### src/verilog/srf_pkg.sv
// package: refresh command encodings, timing counts and shared helpers
package srf_pkg;
   localparam int CLK_NS = 40;
   localparam int NUM_BANKS = 8;
   localparam int BANK_W = 3;
   localparam int CA_W = 10;
   localparam int TMR_W = 8;
   // -------------------------------------------------------------
   // command/address field positions and codes
   // -------------------------------------------------------------
   localparam int AB_BIT = 3;
   localparam int PRE_ALL_BIT = 4;
   localparam int BANK_LSB = 7;
   localparam int MR_LSB = 4;
   localparam logic [2:0] OP_REF = 3'h4;
   localparam logic [1:0] OP_ACT = 2'h2;
   localparam logic [3:0] OP_PRE = 4'hb;
   localparam logic [3:0] OP_MRW = 4'h0;
   localparam logic [5:0] MR_RESET = 6'h3f;
   // -------------------------------------------------------------
   // times in ns and derived cycle counts
   // -------------------------------------------------------------
   localparam int RFCAB_NS = 130;
   localparam int RFCPB_NS = 60;
   localparam int RRD_NS = 10;
   localparam int RP_NS = 18;
   localparam int XSR_NS = 140;
   localparam int REFI_NS = 7800;
   localparam int BURST_REFS = 8;
   localparam int BURST_NS = 4 * 8 * RFCAB_NS;
   localparam logic [TMR_W-1:0] RFCAB_CYC =
      TMR_W'((RFCAB_NS + CLK_NS - 1) / CLK_NS);
   localparam logic [TMR_W-1:0] RFCPB_CYC =
      TMR_W'((RFCPB_NS + CLK_NS - 1) / CLK_NS);
   localparam logic [TMR_W-1:0] RRD_CYC =
      TMR_W'((RRD_NS + CLK_NS - 1) / CLK_NS);
   localparam logic [TMR_W-1:0] RP_CYC =
      TMR_W'((RP_NS + CLK_NS - 1) / CLK_NS);
   localparam logic [TMR_W-1:0] XSR_CYC =
      TMR_W'((XSR_NS + CLK_NS - 1) / CLK_NS);
   localparam logic [TMR_W-1:0] REFI_CYC = TMR_W'(REFI_NS / CLK_NS);
   localparam logic [TMR_W-1:0] REFI_PB_CYC =
      TMR_W'(REFI_NS / NUM_BANKS / CLK_NS);
   localparam logic [TMR_W-1:0] BURST_GAP_CYC =
      TMR_W'((BURST_NS + BURST_REFS * CLK_NS - 1) / (BURST_REFS * CLK_NS));
   typedef enum logic [2:0] {
      CMD_NOP, CMD_PB_REF, CMD_AB_REF, CMD_ACT,
      CMD_PRE, CMD_PRE_ALL, CMD_RESET, CMD_SR_ENTER
   } srf_cmd_t;
   typedef logic [TMR_W-1:0] srf_tmr_t;
   function automatic srf_tmr_t tick(srf_tmr_t t);
      return (t == '0) ? t : t - srf_tmr_t'(1);
   endfunction : tick
endpackage : srf_pkg

### src/verilog/srf_if.sv
// interface: command/address bus between controller and memory
`timescale 1ns/1ps
interface srf_if;
   logic cke;
   logic cs_n;
   logic [srf_pkg::CA_W-1:0] ca;
   modport ctrl (output cke, output cs_n, output ca);
   modport dev (input cke, input cs_n, input ca);
endinterface : srf_if

### src/verilog/srf_ctrl.sv
// module: controller-side refresh scheduler and command issuer
`timescale 1ns/1ps
// Operation
// - refresh is cs low, ca 001 pattern
// - ca3 low per-bank, high all-bank
// - per-bank refresh only with eight banks
// - pointer walks banks zero to seven, wraps
// - reset and self-refresh exit clear pointer
// - all-bank refresh also clears pointer
// - pointer numbering matches single-bank precharge
// - controller mirrors pointer, target bank idle
// - per-bank refresh waits its timing gaps
// - refreshing bank inaccessible, others stay usable
// - after per-bank refresh wait its cycle
// - all-bank refresh only with all idle
// - all-bank refresh waits prior refresh, precharge
// - after all-bank refresh wait full cycle
// - open banks forbid all-bank, restrict per-bank
// - meet minimum refresh count each window
// - eight per-bank refreshes replace one all-bank
// - cap all-bank refreshes per burst window
// - self-refresh time may reduce required count
// - regular pattern, one refresh per interval
// - pattern switches keep every window covered
// - self refresh entered and left at burst
// - one refresh round between self refreshes
module srf_ctrl (
   // clock and reset
   input wire logic SYS_CLK,
   input wire logic RESET_N,
   input wire logic CLK_EN,
   // command bus
   srf_if.ctrl BUS,
   // user requests
   input wire logic USE_PER_BANK,
   input wire logic ACT_REQ,
   input wire logic [srf_pkg::BANK_W-1:0] ACT_BANK,
   input wire logic PRE_REQ,
   input wire logic PRE_ALL,
   input wire logic [srf_pkg::BANK_W-1:0] PRE_BANK,
   input wire logic SR_REQ,
   // user status
   output logic ACT_DONE,
   output logic PRE_DONE,
   output logic REF_ISSUED,
   output logic [srf_pkg::BANK_W-1:0] REF_PTR,
   output logic IN_SELF_REFRESH
);
   // -------------------------------------------------------------
   // types and helpers
   // -------------------------------------------------------------
   typedef enum logic [1:0] {
      ST_RUN = 2'h0,
      ST_SREF = 2'h1,
      ST_XSR = 2'h3
   } srf_state_t;
   localparam int BW = srf_pkg::BANK_W;
   function automatic logic [srf_pkg::CA_W-1:0] enc(
      input logic [3:0] op, input logic [BW-1:0] b, input logic all);
      enc = '0;
      enc[3:0] = op;
      enc[srf_pkg::PRE_ALL_BIT] = all;
      enc[srf_pkg::BANK_LSB +: BW] = b;
   endfunction : enc
   // -------------------------------------------------------------
   // state
   // -------------------------------------------------------------
   srf_state_t st, next_st;
   logic cke, next_cke, cs_n, next_cs_n;
   logic [srf_pkg::CA_W-1:0] ca, next_ca;
   logic [BW-1:0] ptr, next_ptr, pb_bank, next_pb_bank;
   logic [7:0] active, next_active;
   srf_pkg::srf_tmr_t precharge_recovery_time [8];
   srf_pkg::srf_tmr_t next_trp [8];
   srf_pkg::srf_tmr_t t_ab, next_t_ab, t_pb, next_t_pb;
   srf_pkg::srf_tmr_t t_rrd, next_t_rrd, t_gap, next_t_gap;
   srf_pkg::srf_tmr_t t_refi, next_t_refi;
   logic due, next_due, need_ref, next_need_ref;
   logic act_d, next_act_d, pre_d, next_pre_d, ref_d, next_ref_d;
   logic trp_clear, busy_free;
   logic in_sr, next_in_sr;
   always_comb begin
      next_st = st;
      next_cke = 1'b1;
      next_cs_n = 1'b1;
      next_ca = '0;
      next_ptr = ptr;
      next_pb_bank = pb_bank;
      next_active = active;
      next_t_ab = srf_pkg::tick(t_ab);
      next_t_pb = srf_pkg::tick(t_pb);
      next_t_rrd = srf_pkg::tick(t_rrd);
      next_t_gap = srf_pkg::tick(t_gap);
      next_t_refi = srf_pkg::tick(t_refi);
      next_due = due;
      next_need_ref = need_ref;
      next_act_d = 1'b0;
      next_pre_d = 1'b0;
      next_ref_d = 1'b0;
      trp_clear = 1'b1;
      for (int i = 0; i < 8; i++) begin
         next_trp[i] = srf_pkg::tick(precharge_recovery_time[i]);
         trp_clear = trp_clear & (precharge_recovery_time[i] == '0);
      end
      busy_free = t_ab == '0 && t_pb == '0;
      unique case (st)
         ST_RUN: begin
            if (due || (SR_REQ && need_ref)) begin
               if (USE_PER_BANK) begin
                  if (active[ptr]) begin
                     next_cs_n = 1'b0;
                     next_ca = enc(srf_pkg::OP_PRE, ptr, 1'b0);
                     next_active[ptr] = 1'b0;
                     next_trp[ptr] = srf_pkg::RP_CYC;
                  end else if (busy_free && precharge_recovery_time[ptr] == '0 &&
                               t_rrd == '0) begin
                     next_cs_n = 1'b0;
                     next_ca = enc({1'b0, srf_pkg::OP_REF}, '0, 1'b0);
                     next_pb_bank = ptr;
                     next_ptr = ptr + 1'b1;
                     next_t_pb = srf_pkg::RFCPB_CYC;
                     next_ref_d = 1'b1;
                     next_due = 1'b0;
                     if (ptr == BW'(7))
                        next_need_ref = 1'b0;
                  end
               end else begin
                  if (active != '0) begin
                     next_cs_n = 1'b0;
                     next_ca = enc(srf_pkg::OP_PRE, '0, 1'b1);
                     next_active = '0;
                     for (int i = 0; i < 8; i++)
                        next_trp[i] = srf_pkg::RP_CYC;
                  end else if (busy_free && trp_clear &&
                               t_gap == '0) begin
                     next_cs_n = 1'b0;
                     next_ca = enc({1'b1, srf_pkg::OP_REF}, '0, 1'b0);
                     next_ptr = '0;
                     next_t_ab = srf_pkg::RFCAB_CYC;
                     // spacing keeps at most eight in a burst window
                     next_t_gap = srf_pkg::BURST_GAP_CYC;
                     next_ref_d = 1'b1;
                     next_due = 1'b0;
                     next_need_ref = 1'b0;
                  end
               end
            end else if (SR_REQ) begin
               if (active != '0) begin
                  next_cs_n = 1'b0;
                  next_ca = enc(srf_pkg::OP_PRE, '0, 1'b1);
                  next_active = '0;
                  for (int i = 0; i < 8; i++)
                     next_trp[i] = srf_pkg::RP_CYC;
               end else if (busy_free && trp_clear) begin
                  // entered right after a refresh burst at the latest
                  next_cs_n = 1'b0;
                  next_cke = 1'b0;
                  next_ca = enc({1'b1, srf_pkg::OP_REF}, '0, 1'b0);
                  next_st = ST_SREF;
               end
            end else if (PRE_REQ) begin
               next_cs_n = 1'b0;
               next_ca = enc(srf_pkg::OP_PRE, PRE_BANK, PRE_ALL);
               next_pre_d = 1'b1;
               for (int i = 0; i < 8; i++) begin
                  if (PRE_ALL || PRE_BANK == BW'(i)) begin
                     next_active[i] = 1'b0;
                     next_trp[i] = srf_pkg::RP_CYC;
                  end
               end
            end else if (ACT_REQ && !active[ACT_BANK] &&
                         precharge_recovery_time[ACT_BANK] == '0 && t_rrd == '0 &&
                         t_ab == '0 &&
                         !(t_pb != '0 && ACT_BANK == pb_bank)) begin
               next_cs_n = 1'b0;
               next_ca = enc({2'b00, srf_pkg::OP_ACT}, ACT_BANK, 1'b0);
               next_active[ACT_BANK] = 1'b1;
               next_t_rrd = srf_pkg::RRD_CYC;
               next_act_d = 1'b1;
            end
         end
         ST_SREF: begin
            next_cke = 1'b0;
            next_due = 1'b0;
            next_t_refi = srf_pkg::REFI_CYC;
            if (!SR_REQ) begin
               next_cke = 1'b1;
               next_st = ST_XSR;
               next_t_ab = srf_pkg::XSR_CYC;
               next_ptr = '0;
               // require a full refresh round before the next self-refresh entry
               next_need_ref = 1'b1;
            end
         end
         ST_XSR: begin
            if (t_ab == '0)
               next_st = ST_RUN;
         end
         default: next_st = ST_RUN;
      endcase
      // one refresh per interval; after the commands so a new one wins
      if (st == ST_RUN && t_refi == '0) begin
         next_due = 1'b1;
         next_t_refi = USE_PER_BANK ? srf_pkg::REFI_PB_CYC
                                    : srf_pkg::REFI_CYC;
      end
      next_in_sr = next_st != ST_RUN;
   end
   always_ff @(posedge SYS_CLK or negedge RESET_N) begin
      if (!RESET_N) begin
         st <= ST_RUN;
         cke <= 1'b1;
         cs_n <= 1'b1;
         ca <= '0;
         ptr <= '0;
         pb_bank <= '0;
         active <= '0;
         t_ab <= '0;
         t_pb <= '0;
         t_rrd <= '0;
         t_gap <= '0;
         t_refi <= srf_pkg::REFI_CYC;
         due <= 1'b0;
         need_ref <= 1'b0;
         act_d <= 1'b0;
         pre_d <= 1'b0;
         ref_d <= 1'b0;
         in_sr <= 1'b0;
         for (int i = 0; i < 8; i++)
            precharge_recovery_time[i] <= '0;
      end else if (CLK_EN) begin
         st <= next_st;
         cke <= next_cke;
         cs_n <= next_cs_n;
         ca <= next_ca;
         ptr <= next_ptr;
         pb_bank <= next_pb_bank;
         active <= next_active;
         t_ab <= next_t_ab;
         t_pb <= next_t_pb;
         t_rrd <= next_t_rrd;
         t_gap <= next_t_gap;
         t_refi <= next_t_refi;
         due <= next_due;
         need_ref <= next_need_ref;
         act_d <= next_act_d;
         pre_d <= next_pre_d;
         ref_d <= next_ref_d;
         in_sr <= next_in_sr;
         for (int i = 0; i < 8; i++)
            precharge_recovery_time[i] <= next_trp[i];
      end
   end
   assign BUS.cke = cke;
   assign BUS.cs_n = cs_n;
   assign BUS.ca = ca;
   assign ACT_DONE = act_d;
   assign PRE_DONE = pre_d;
   assign REF_ISSUED = ref_d;
   assign REF_PTR = ptr;
   assign IN_SELF_REFRESH = in_sr;
endmodule : srf_ctrl

### src/flat_wrapper.sv
// flat-port wrapper written by rule: the top's interface ports become plain ports
module srf_ctrl_flat 
  (SYS_CLK, RESET_N, CLK_EN, USE_PER_BANK, ACT_REQ, ACT_BANK, PRE_REQ, PRE_ALL, PRE_BANK, SR_REQ, ACT_DONE, PRE_DONE, REF_ISSUED, REF_PTR, IN_SELF_REFRESH, BUS_cke, BUS_cs_n, BUS_ca);
  srf_if BUS_i ();
  input wire logic SYS_CLK;
  input wire logic RESET_N;
  input wire logic CLK_EN;
  input wire logic USE_PER_BANK;
  input wire logic ACT_REQ;
  input wire logic [srf_pkg::BANK_W-1:0] ACT_BANK;
  input wire logic PRE_REQ;
  input wire logic PRE_ALL;
  input wire logic [srf_pkg::BANK_W-1:0] PRE_BANK;
  input wire logic SR_REQ;
  output logic ACT_DONE;
  output logic PRE_DONE;
  output logic REF_ISSUED;
  output logic [srf_pkg::BANK_W-1:0] REF_PTR;
  output logic IN_SELF_REFRESH;
  output wire logic [$bits(BUS_i.cke)-1:0] BUS_cke;
  output wire logic [$bits(BUS_i.cs_n)-1:0] BUS_cs_n;
  output wire logic [$bits(BUS_i.ca)-1:0] BUS_ca;
  assign BUS_cke = BUS_i.cke;
  assign BUS_cs_n = BUS_i.cs_n;
  assign BUS_ca = BUS_i.ca;
  srf_ctrl u_core (.SYS_CLK(SYS_CLK), .RESET_N(RESET_N), .CLK_EN(CLK_EN), .BUS(BUS_i), .USE_PER_BANK(USE_PER_BANK), .ACT_REQ(ACT_REQ), .ACT_BANK(ACT_BANK), .PRE_REQ(PRE_REQ), .PRE_ALL(PRE_ALL), .PRE_BANK(PRE_BANK), .SR_REQ(SR_REQ), .ACT_DONE(ACT_DONE), .PRE_DONE(PRE_DONE), .REF_ISSUED(REF_ISSUED), .REF_PTR(REF_PTR), .IN_SELF_REFRESH(IN_SELF_REFRESH));
endmodule
### config.mk
export PLATFORM = sky130hd
export DESIGN_NAME = srf_ctrl_flat
export DESIGN_NICKNAME = d
export VERILOG_FILES = /design/src/verilog/srf_pkg.sv /design/src/verilog/srf_if.sv /design/src/verilog/srf_ctrl.sv /design/src/flat_wrapper.sv
export SDC_FILE = /design/constraint.sdc
export NUM_CORES = 1
export LEC_CHECK = 0
export BUFFER_PORTS_ARGS = -buffer_cell sky130_fd_sc_hd__buf_2
export CELL_PAD_IN_SITES_DETAIL_PLACEMENT = 1
export CELL_PAD_IN_SITES_GLOBAL_PLACEMENT = 1
export CORE_ASPECT_RATIO = 1.75
export CORE_MARGIN = 2
export CORE_UTILIZATION = 48
export DETAILED_ROUTE_END_ITERATION = 10
export PLACE_DENSITY = 0.79
export SYNTH_ARGS = -nofsm -noshare
export SYNTH_HDL_FRONTEND = slang
export SYNTH_SLANG_ARGS = --single-unit
### constraint.sdc
create_clock -name SYS_CLK -period 3.45 [get_ports SYS_CLK]
set_input_delay 0.1725 -clock SYS_CLK [delete_from_list [all_inputs] [get_ports SYS_CLK]]
set_output_delay 0.1725 -clock SYS_CLK [all_outputs]
set_load 0.03 [all_outputs]
* Word-level counts from Yosys, hierarchy flattened
Index checks and enable logic that the tools add are counted.
W data, S select, Z words.
** Storage, ports and cells
- Bits in registers :: 138
- Input bits :: 14
- Output and inout bits :: 19
** Operators by class
- $add $sub $neg :: 14
- Order comparisons :: 7
- Equal/unequal tests :: 33
- Multiplexer cells :: 158
- Bitwise gates (word level) :: 16
- Reduce and logical (&&, ||, !) cells :: 63
** Operators by type and width (number)
- $mux W64 :: 7
- $mux W8 :: 56
- $logic_not A8 Y1 :: 15
- $sub A8 B1 Y8 const B :: 13
- $mux W10 :: 9
- $mux W1 :: 57
- $and A56 B56 Y56 :: 1
- $not A56 Y56 :: 1
- $bmux W8 S3 :: 2
- $reduce_and A5 Y1 :: 8
- $ne A4 B1 Y1 const B :: 8
- $demux W8 S3 :: 1
- $mux W3 :: 8
- $logic_and A1 B1 Y1 :: 16
- $or A8 B8 Y8 :: 2
- $pmux W8 S2 :: 1
- $reduce_bool A8 Y1 :: 2
- $eq A3 B3 Y1 const B :: 5
- $mux W2 :: 6
- $ne A3 B2 Y1 const B :: 4
- $ne A3 B3 Y1 const B :: 4
- $logic_or A1 B1 Y1 :: 9
- $reduce_and A9 Y1 :: 1
- $and A8 B8 Y8 :: 1
- other kinds (34) :: 54

* Longest topological paths before layout
Gate-level depths: netlist of run 1.
- Word-level depth :: 16
- Gate-level depth with buffers :: 10
- Depth with buffers taken out :: 9

* Worst setup path after synthesis of run 1
No wires, ideal clock.
- Kind :: input -> register
- Start point :: input port ACT_BANK[0] (netlist name)
- End point :: register u_core.active[0]
- Library setup time :: 95 ps
- Arrival time :: 1988 ps
- Data required time :: 3355 ps
- Setup slack :: 1366 ps
- Stages :: 8
- Path buffers :: 1
- Cells stage by stage :: clkbuf_1 -> nand2b_1 -> o2111ai_1 -> a311oi_1 -> nand4_2 -> a311o_1 -> or3_1 -> o31ai_1
** Between the ends
- Word-level cells in the longest chain between the ends :: 11
- Elaborated cells on any way between the ends :: 28
** RTL lines
- start, declared :: RTL line flat_wrapper.sv:10 : input wire logic [srf_pkg::BANK_W-1:0] ACT_BANK;
- $not A3 Y4 (implied by the code) :: RTL line srf_ctrl.sv:172 : precharge_recovery_time[ACT_BANK] == '0 && t_rrd == '0 &&
- $bmux W8 S3 :: RTL line srf_ctrl.sv:172
- $mux W8 (implied by the code) (2 in a row) :: RTL line srf_ctrl.sv:172
- $logic_not A8 Y1 :: RTL line srf_ctrl.sv:172
- $logic_and A1 B1 Y1 :: RTL line srf_ctrl.sv:171 : end else if (ACT_REQ && !active[ACT_BANK] &&
- $logic_and A1 B1 Y1 (2 in a row) :: RTL line srf_ctrl.sv:172
- $logic_and A1 B1 Y1 :: RTL line srf_ctrl.sv:173 : t_ab == '0 &&
- $reduce_bool A4 Y1 (no source line)
- $reduce_and A5 Y1 (no source line)
- end signal, assigned :: RTL line srf_ctrl.sv:238 : active <= next_active;
- end, declared :: RTL line srf_ctrl.sv:72 : logic [7:0] active, next_active;
Several ways; a longest one is shown, not always the timed one. The select of a mux whose other input is x is not followed.
A chain may end at the register's enable or synchronous reset.

==> results of run 1 <==
registers in the layout, indices dropped and copies added, names as in the netlist, 2 cells and up:
name,cells
u_core.t_gap,8
u_core.REF_PTR,3
u_core.precharge_recovery_time,64
u_core.t_rrd,8
u_core.BUS.ca,8
u_core.active,8
u_core.st,2
u_core.pb_bank,3
u_core.t_pb,8
u_core.t_ab,8
u_core.t_refi,8
per-stage QoR:
stage | std cells | area [um^2]
after floorplan | 978 | 8300
after global routing | 1248 | 9420
after CTS | 1248 | 9410
after detailed placement | 1215 | 8790
after global placement | 1215 | 8790
final | 1248 | 9420
path summary, 6_finish.rpt:
check,startpoint,to,depth (start not counted)
max,u_core.precharge_recovery_time[10],u_core.active[0],7
min,ACT_BANK[0],u_core.active[7],3
max reg2reg,u_core.precharge_recovery_time[10],u_core.active[0],7
min reg2reg,u_core.BUS.ca[0],u_core.BUS.ca[0],1
max in group asynchronous,RESET_N,u_core.precharge_recovery_time[28],3
min in group asynchronous,RESET_N,u_core.precharge_recovery_time[58],2
critical path, stage by stage, from the launching register on:
cell     delay (ps)
dfrtp_1         440
or4_1           680
nor4b_2         480
o221a_1         280
nand4_2         140
a311o_1         410
or3_1           370
o31ai_1         200
power groups by stage:
stage | sequential [mW] | clock, mW | combinational, mW
floorplan | 2.66 | 0 | 1.64
global placement | 2.80 | 0 | 2.12
detailed placement | 2.84 | 0 | 2.22
CTS | 2.83 | 1.96 | 2.26
global route | 2.94 | 2.04 | 2.55
finish | 2.85 | 1.94 | 2.25
cell usage after synthesis (all sizes together), types with 6 or more instances:
cell       n
nor3      58
a22o       6
or4       14
mux2      12
a31oi     14
dfrtp    130
a32o       6
nor4b      8
and2      13
a21oi     36
inv       39
dfstp      6
ha        22
o21ai    117
nand3     23
buf       13
clkbuf    37
nand4     16
nand2b    18
or2        7
nor2      76
or3       12
nor2b     11
nand2    110
nor3b      7
and3       7
o2bb2ai   10
o22a       6
nor4      26
a21o      19
a211oi     6
o31ai     20
mux2i      9
layer usage:
layer  global-route usage, %  vias to the layer above  wire length (um)
met1                    33.8                     3978             10400
met4                    15.3                        0              1210
li1                        -                     3678                 -
met2                    53.8                      205             14100
met5                       0                        -                 0
met3                    6.18                       77              1020
area by class of cell:
cell class              instances  area share (%)
clock inverters                15            2.03
repair buffers                 61            4.42
multi-input cells             753            48.2
flip-flops and latches        136            36.2
inverters                      39            1.55
clock buffers                  17            4.52
well taps                     227            3.02
cell families (layout without fill, tap and decap cells):
family / count (synthesis) / after routing / synth area share (%)
compound gates: 289 / 289 / 22.5
xor+xnor: 5 / 5 / 0.528
fa+ha+maj: 22 / 22 / 3.32
buf+inv: 89 / 132 / 4.19
flops: 136 / 136 / 41.1
mux: 21 / 21 / 2.72
other cells: 1 / 2 / 0.0452
simple gates: 414 / 414 / 25.5
timing repair:
action	CTS	global route
gates resized for setup	0	1
endpoints found under the hold margin	84	0
setup endpoints to repair	0	1
hold buffers	1	0
==> results.cfg, run 1 <==
[die]
die_area_um2 = 18400
die_y_um = 178
ios = 33
dieWidth_um = 103
core_um2 = 16900
rows = 63
initial_core_util_pct = 48.9

[clocking]
root_buffer = clkbuf_16
cts_buffers = 17
worstSkewPairLatency_ps = 430
clk_pin_slew_ps = 60
tritoncts = built
cts.sinks = 136
htree_num_levels = 4
cts_setup_buffers = 0
cts_buffer_depth = 2

[timing]
finalHoldViolCount = 0
setup_viol = 0
skew_ps = 9.86
hold_ws_ps = 176
rsz0062_at_grt = no
min_period_ps = 3110
setup_ws_ps = 340
tightest_slew_ps = 940
fmax_mhz = 322
slew_headroom_pct = 37.3
setup_tns_ps = 0
finalCritPeriodShare_pct = 90.1
drv_slew = 0

[power_and_ir_drop]
power_switching_mw = 2.76
total_power_mw = 7.04
power_leakage_nw = 4.05
power.clock.fraction_pct = 27.5
comb_power_share_pct = 32.0
power.density_nw_per_um2 = 747
irDropWorstVdd_mv = 0.468
p_sw_share_pct = 39.3
p_int_mw = 4.27
seq_power_share_pct = 40.5

[placed_design]
port-buffer-count = 30
dp_worst_setup_slack_ps = 341
place_congestion = 0.929
hpwl_um = 18900

[synth]
syn_area_per_cell_um2 = 8.49
synth_edf_count = 0
yosysSeqAreaShare_pct = 41.1
synth.area.top_cells = dfrtp_1, o21ai_0, nand2_1
synthDominantCellAreaShare_pct = 39.2
syn-cell-area_um2 = 8290
ys_warn_count = 0
ys_ff_latch = 136
ys_async_sr_fraction_pct = 100
synthCells = 977
synth_cell_types = 73
synth_top_area_cell = dfrtp_1
synth_ff_type = dfrtp_1

[routing]
route.detailed.drc = 0
viasPerCell = 6.36
drt_wl_total_um = 26700
antenna_left = 0
drtIter0Drc = 435
first_pass_iters = 5
vias = 7938
wl_per_cell_um = 21.4

[final_layout]
drive_above_1_share_pct = 12.6
seq_area_um2 = 3410
num_antenna_cells = 0
fin_util_pct = 55.6
mostFrequentLayoutCell = dfrtp_1
filler_cell_count = 2041
layout_common_cells = dfrtp_1, o21ai_0, nand2_1
areaGrowthSynthToFinish_pct = 13.6
multiInputGateArea_um2 = 4540
fin_nets = 1044

[worst_setup_path]
required_ps = 3790
start_kind = flop
worst_setup_path_end_kind = flop
critPathKind = flop to flop
critical_path_arrival_ps = 3450
crit_fanout = 7
regToRegSetupSlack_ps = 340

[global_route]
grt-ovfl-total = 0
grt_pass1_vias = 8275
grt_use_total_pct = 30.5
antenna_found_initial = 0
grt_max_degree = 92
grt_pass1_wl_um = 43200

[job]
drv_cap = 0

[status]
status = complete, no violations

[worst_hold_path]
hp-class = input pin to flop
No activity file was read; power rests on OpenSTA's default activity.
==> run 2: changes to the inputs <==
--- a/config.mk
+++ b/config.mk
@@ -12,7 +12,7 @@
 export CORE_MARGIN = 2
 export CORE_UTILIZATION = 48
 export DETAILED_ROUTE_END_ITERATION = 10
-export PLACE_DENSITY = 0.79
+export PLACE_DENSITY_LB_ADDON = 0.25
 export SYNTH_ARGS = -nofsm -noshare
 export SYNTH_HDL_FRONTEND = slang
 export SYNTH_SLANG_ARGS = --single-unit
==> run 2 against run 1 <==
Effect of this change: critical endpoint is now u_core.REF_PTR[2]; critical path type unchanged; total power fell by 0.61%; highest routed layer unchanged; clock skew fell by 1.1 ps; non-clock buffer count rose by 2.
==> results.cfg, run 2 (synthesis gave the netlist of run 1 again) <==
[status]
status = complete, no violations

[die]
rows = 63
core_um2 = 16900
ios = 33
die_y_um = 178
die_area_um2 = 18400
dieWidth_um = 103
initial_core_util_pct = 48.9

[routing]
drtIter0Drc = 478
viasPerCell = 6.38
route.detailed.drc = 0
wl_per_cell_um = 21.3
drt_wl_total_um = 26600
vias = 7975
antenna_left = 0
first_pass_iters = 5

[clocking]
cts.sinks = 136
cts_setup_buffers = 0
clk_pin_slew_ps = 60
cts_buffers = 17
cts_buffer_depth = 2
worstSkewPairLatency_ps = 440
tritoncts = built
root_buffer = clkbuf_16
htree_num_levels = 4

[final_layout]
layout_common_cells = dfrtp_1, o21ai_0, nand2_1
largest_reg_flops = 64
filler_cell_count = 2050
multiInputGateArea_um2 = 4540
mostFrequentLayoutCell = dfrtp_1
fin_nets = 1046
drive_above_1_share_pct = 12.7
num_antenna_cells = 0
largest-register = u_core.precharge_recovery_time
seq_area_um2 = 3410
areaGrowthSynthToFinish_pct = 13.4
fin_util_pct = 55.5

[power_and_ir_drop]
power.clock.fraction_pct = 27.2
p_int_mw = 4.25
p_sw_share_pct = 39.3
power.density_nw_per_um2 = 744
power_leakage_nw = 4.05
power_switching_mw = 2.75
comb_power_share_pct = 32.1
seq_power_share_pct = 40.7
irDropWorstVdd_mv = 0.372

[worst_setup_path]
required_ps = 3770
critPathKind = flop to flop
worst_setup_path_end_kind = flop
start_kind = flop
crit_buf_inv = 1
crit_fanout = 6
critical_path.max_stage_delay_ps = 580
cp_cell_sequence = inv_1, ha_1, nor4b_2, nand4_1, or4_1, nor4_1, nor2_1, a21oi_2, mux2_2
critPathLaunch = u_core.t_pb[0]
crit_path_top_delay_cell = or4_1
critical_path_arrival_ps = 3590
path_delay_family = simple AND/OR/NAND/NOR gates
r2r_start = u_core.t_pb[0]

[timing]
finalHoldViolCount = 0
min_period_ps = 3270
drv_slew = 0
slew_headroom_pct = 11.2
skew_ps = 8.77
setup_viol = 0
rsz0062_at_grt = no
fmax_mhz = 305
finalCritPeriodShare_pct = 94.9
setup_tns_ps = 0
tightest_slew_ps = 1300

[job]
drv_cap = 0

[placed_design]
hpwl_um = 18800
port-buffer-count = 30
place_congestion = 1.01

[worst_hold_path]
hp-class = input pin to flop
worstHoldStart = ACT_BANK[0]

[global_route]
grt_pass1_wl_um = 43100
grt-ovfl-total = 0
grt_pass1_vias = 8367
grt_use_total_pct = 30.5
antenna_found_initial = 0
grt_max_degree = 104
==> run 2: routing by layer <==
metal	GRT usage [%]	up-vias	share of wire, %	wire length [um]
met1	34.7	3999	39	10300
met2	53.3	210	53	14100
met5	0	-	0	0
met4	15.5	0	4.7	1240
li1	-	3686	-	-
met3	5.36	80	3.8	1010
==> run 2: final cells by class <==
type	instances	area share [%]
flip-flops and latches	136	36.3
repair buffers	63	4.46
multi-input cells	753	48.3
well taps	227	3.02
clock buffers	17	4.53
inverters	39	1.56
clock inverters	15	1.88
==> run 2: final timing paths <==
path	end	slack [ps]	cells past startpoint
worst max-delay path	u_core.REF_PTR[2]	180	9
worst min-delay path	u_core.active[5]	180	3
worst max register to register	u_core.REF_PTR[2]	180	9
worst min register to register	u_core.precharge_recovery_time[6]	480	2
max in group asynchronous	u_core.t_refi[7]	2070	3
min in group asynchronous	u_core.precharge_recovery_time[18]	420	2
==> run 2: worst min-delay path, cell delays in order <==
cell,delay [ps]
buf_2,190
nand2_1,120
o41ai_1,80
==> run 2: per-stage QoR <==
| stage | total power [mW] | hold slack [ps] | std cells | setup slack (ps) | area (um^2) |
|---|---|---|---|---|---|
| 3_5_place_dp | 5.04 | 381 | 1217 | 253 | 8790 |
| 2_1_floorplan | 4.30 | -123 | 978 | 671 | 8300 |
| 3_3_place_gp | 4.90 | 372 | 1217 | 426 | 8790 |
| 6_report | 6.99 | 176 | 1250 | 176 | 9400 |
| 5_1_grt | 7.46 | 189 | 1250 | 8.27 | 9400 |
| 4_1_cts | 7.02 | 163 | 1250 | 205 | 9400 |
==> run 2: repair_timing <==
action	in CTS	in global routing
hold endpoints to repair	100	0
resized for setup	0	0
hold buffers	1	0
==> run 2: power by group through the flow <==
stage	combinational, mW	sequential (mW)	clock (mW)
5_1_grt	2.54	2.94	1.98
4_1_cts	2.26	2.83	1.93
3_5_place_dp	2.21	2.83	0
3_3_place_gp	2.10	2.80	0
2_1_floorplan	1.64	2.66	0
6_report	2.25	2.84	1.90
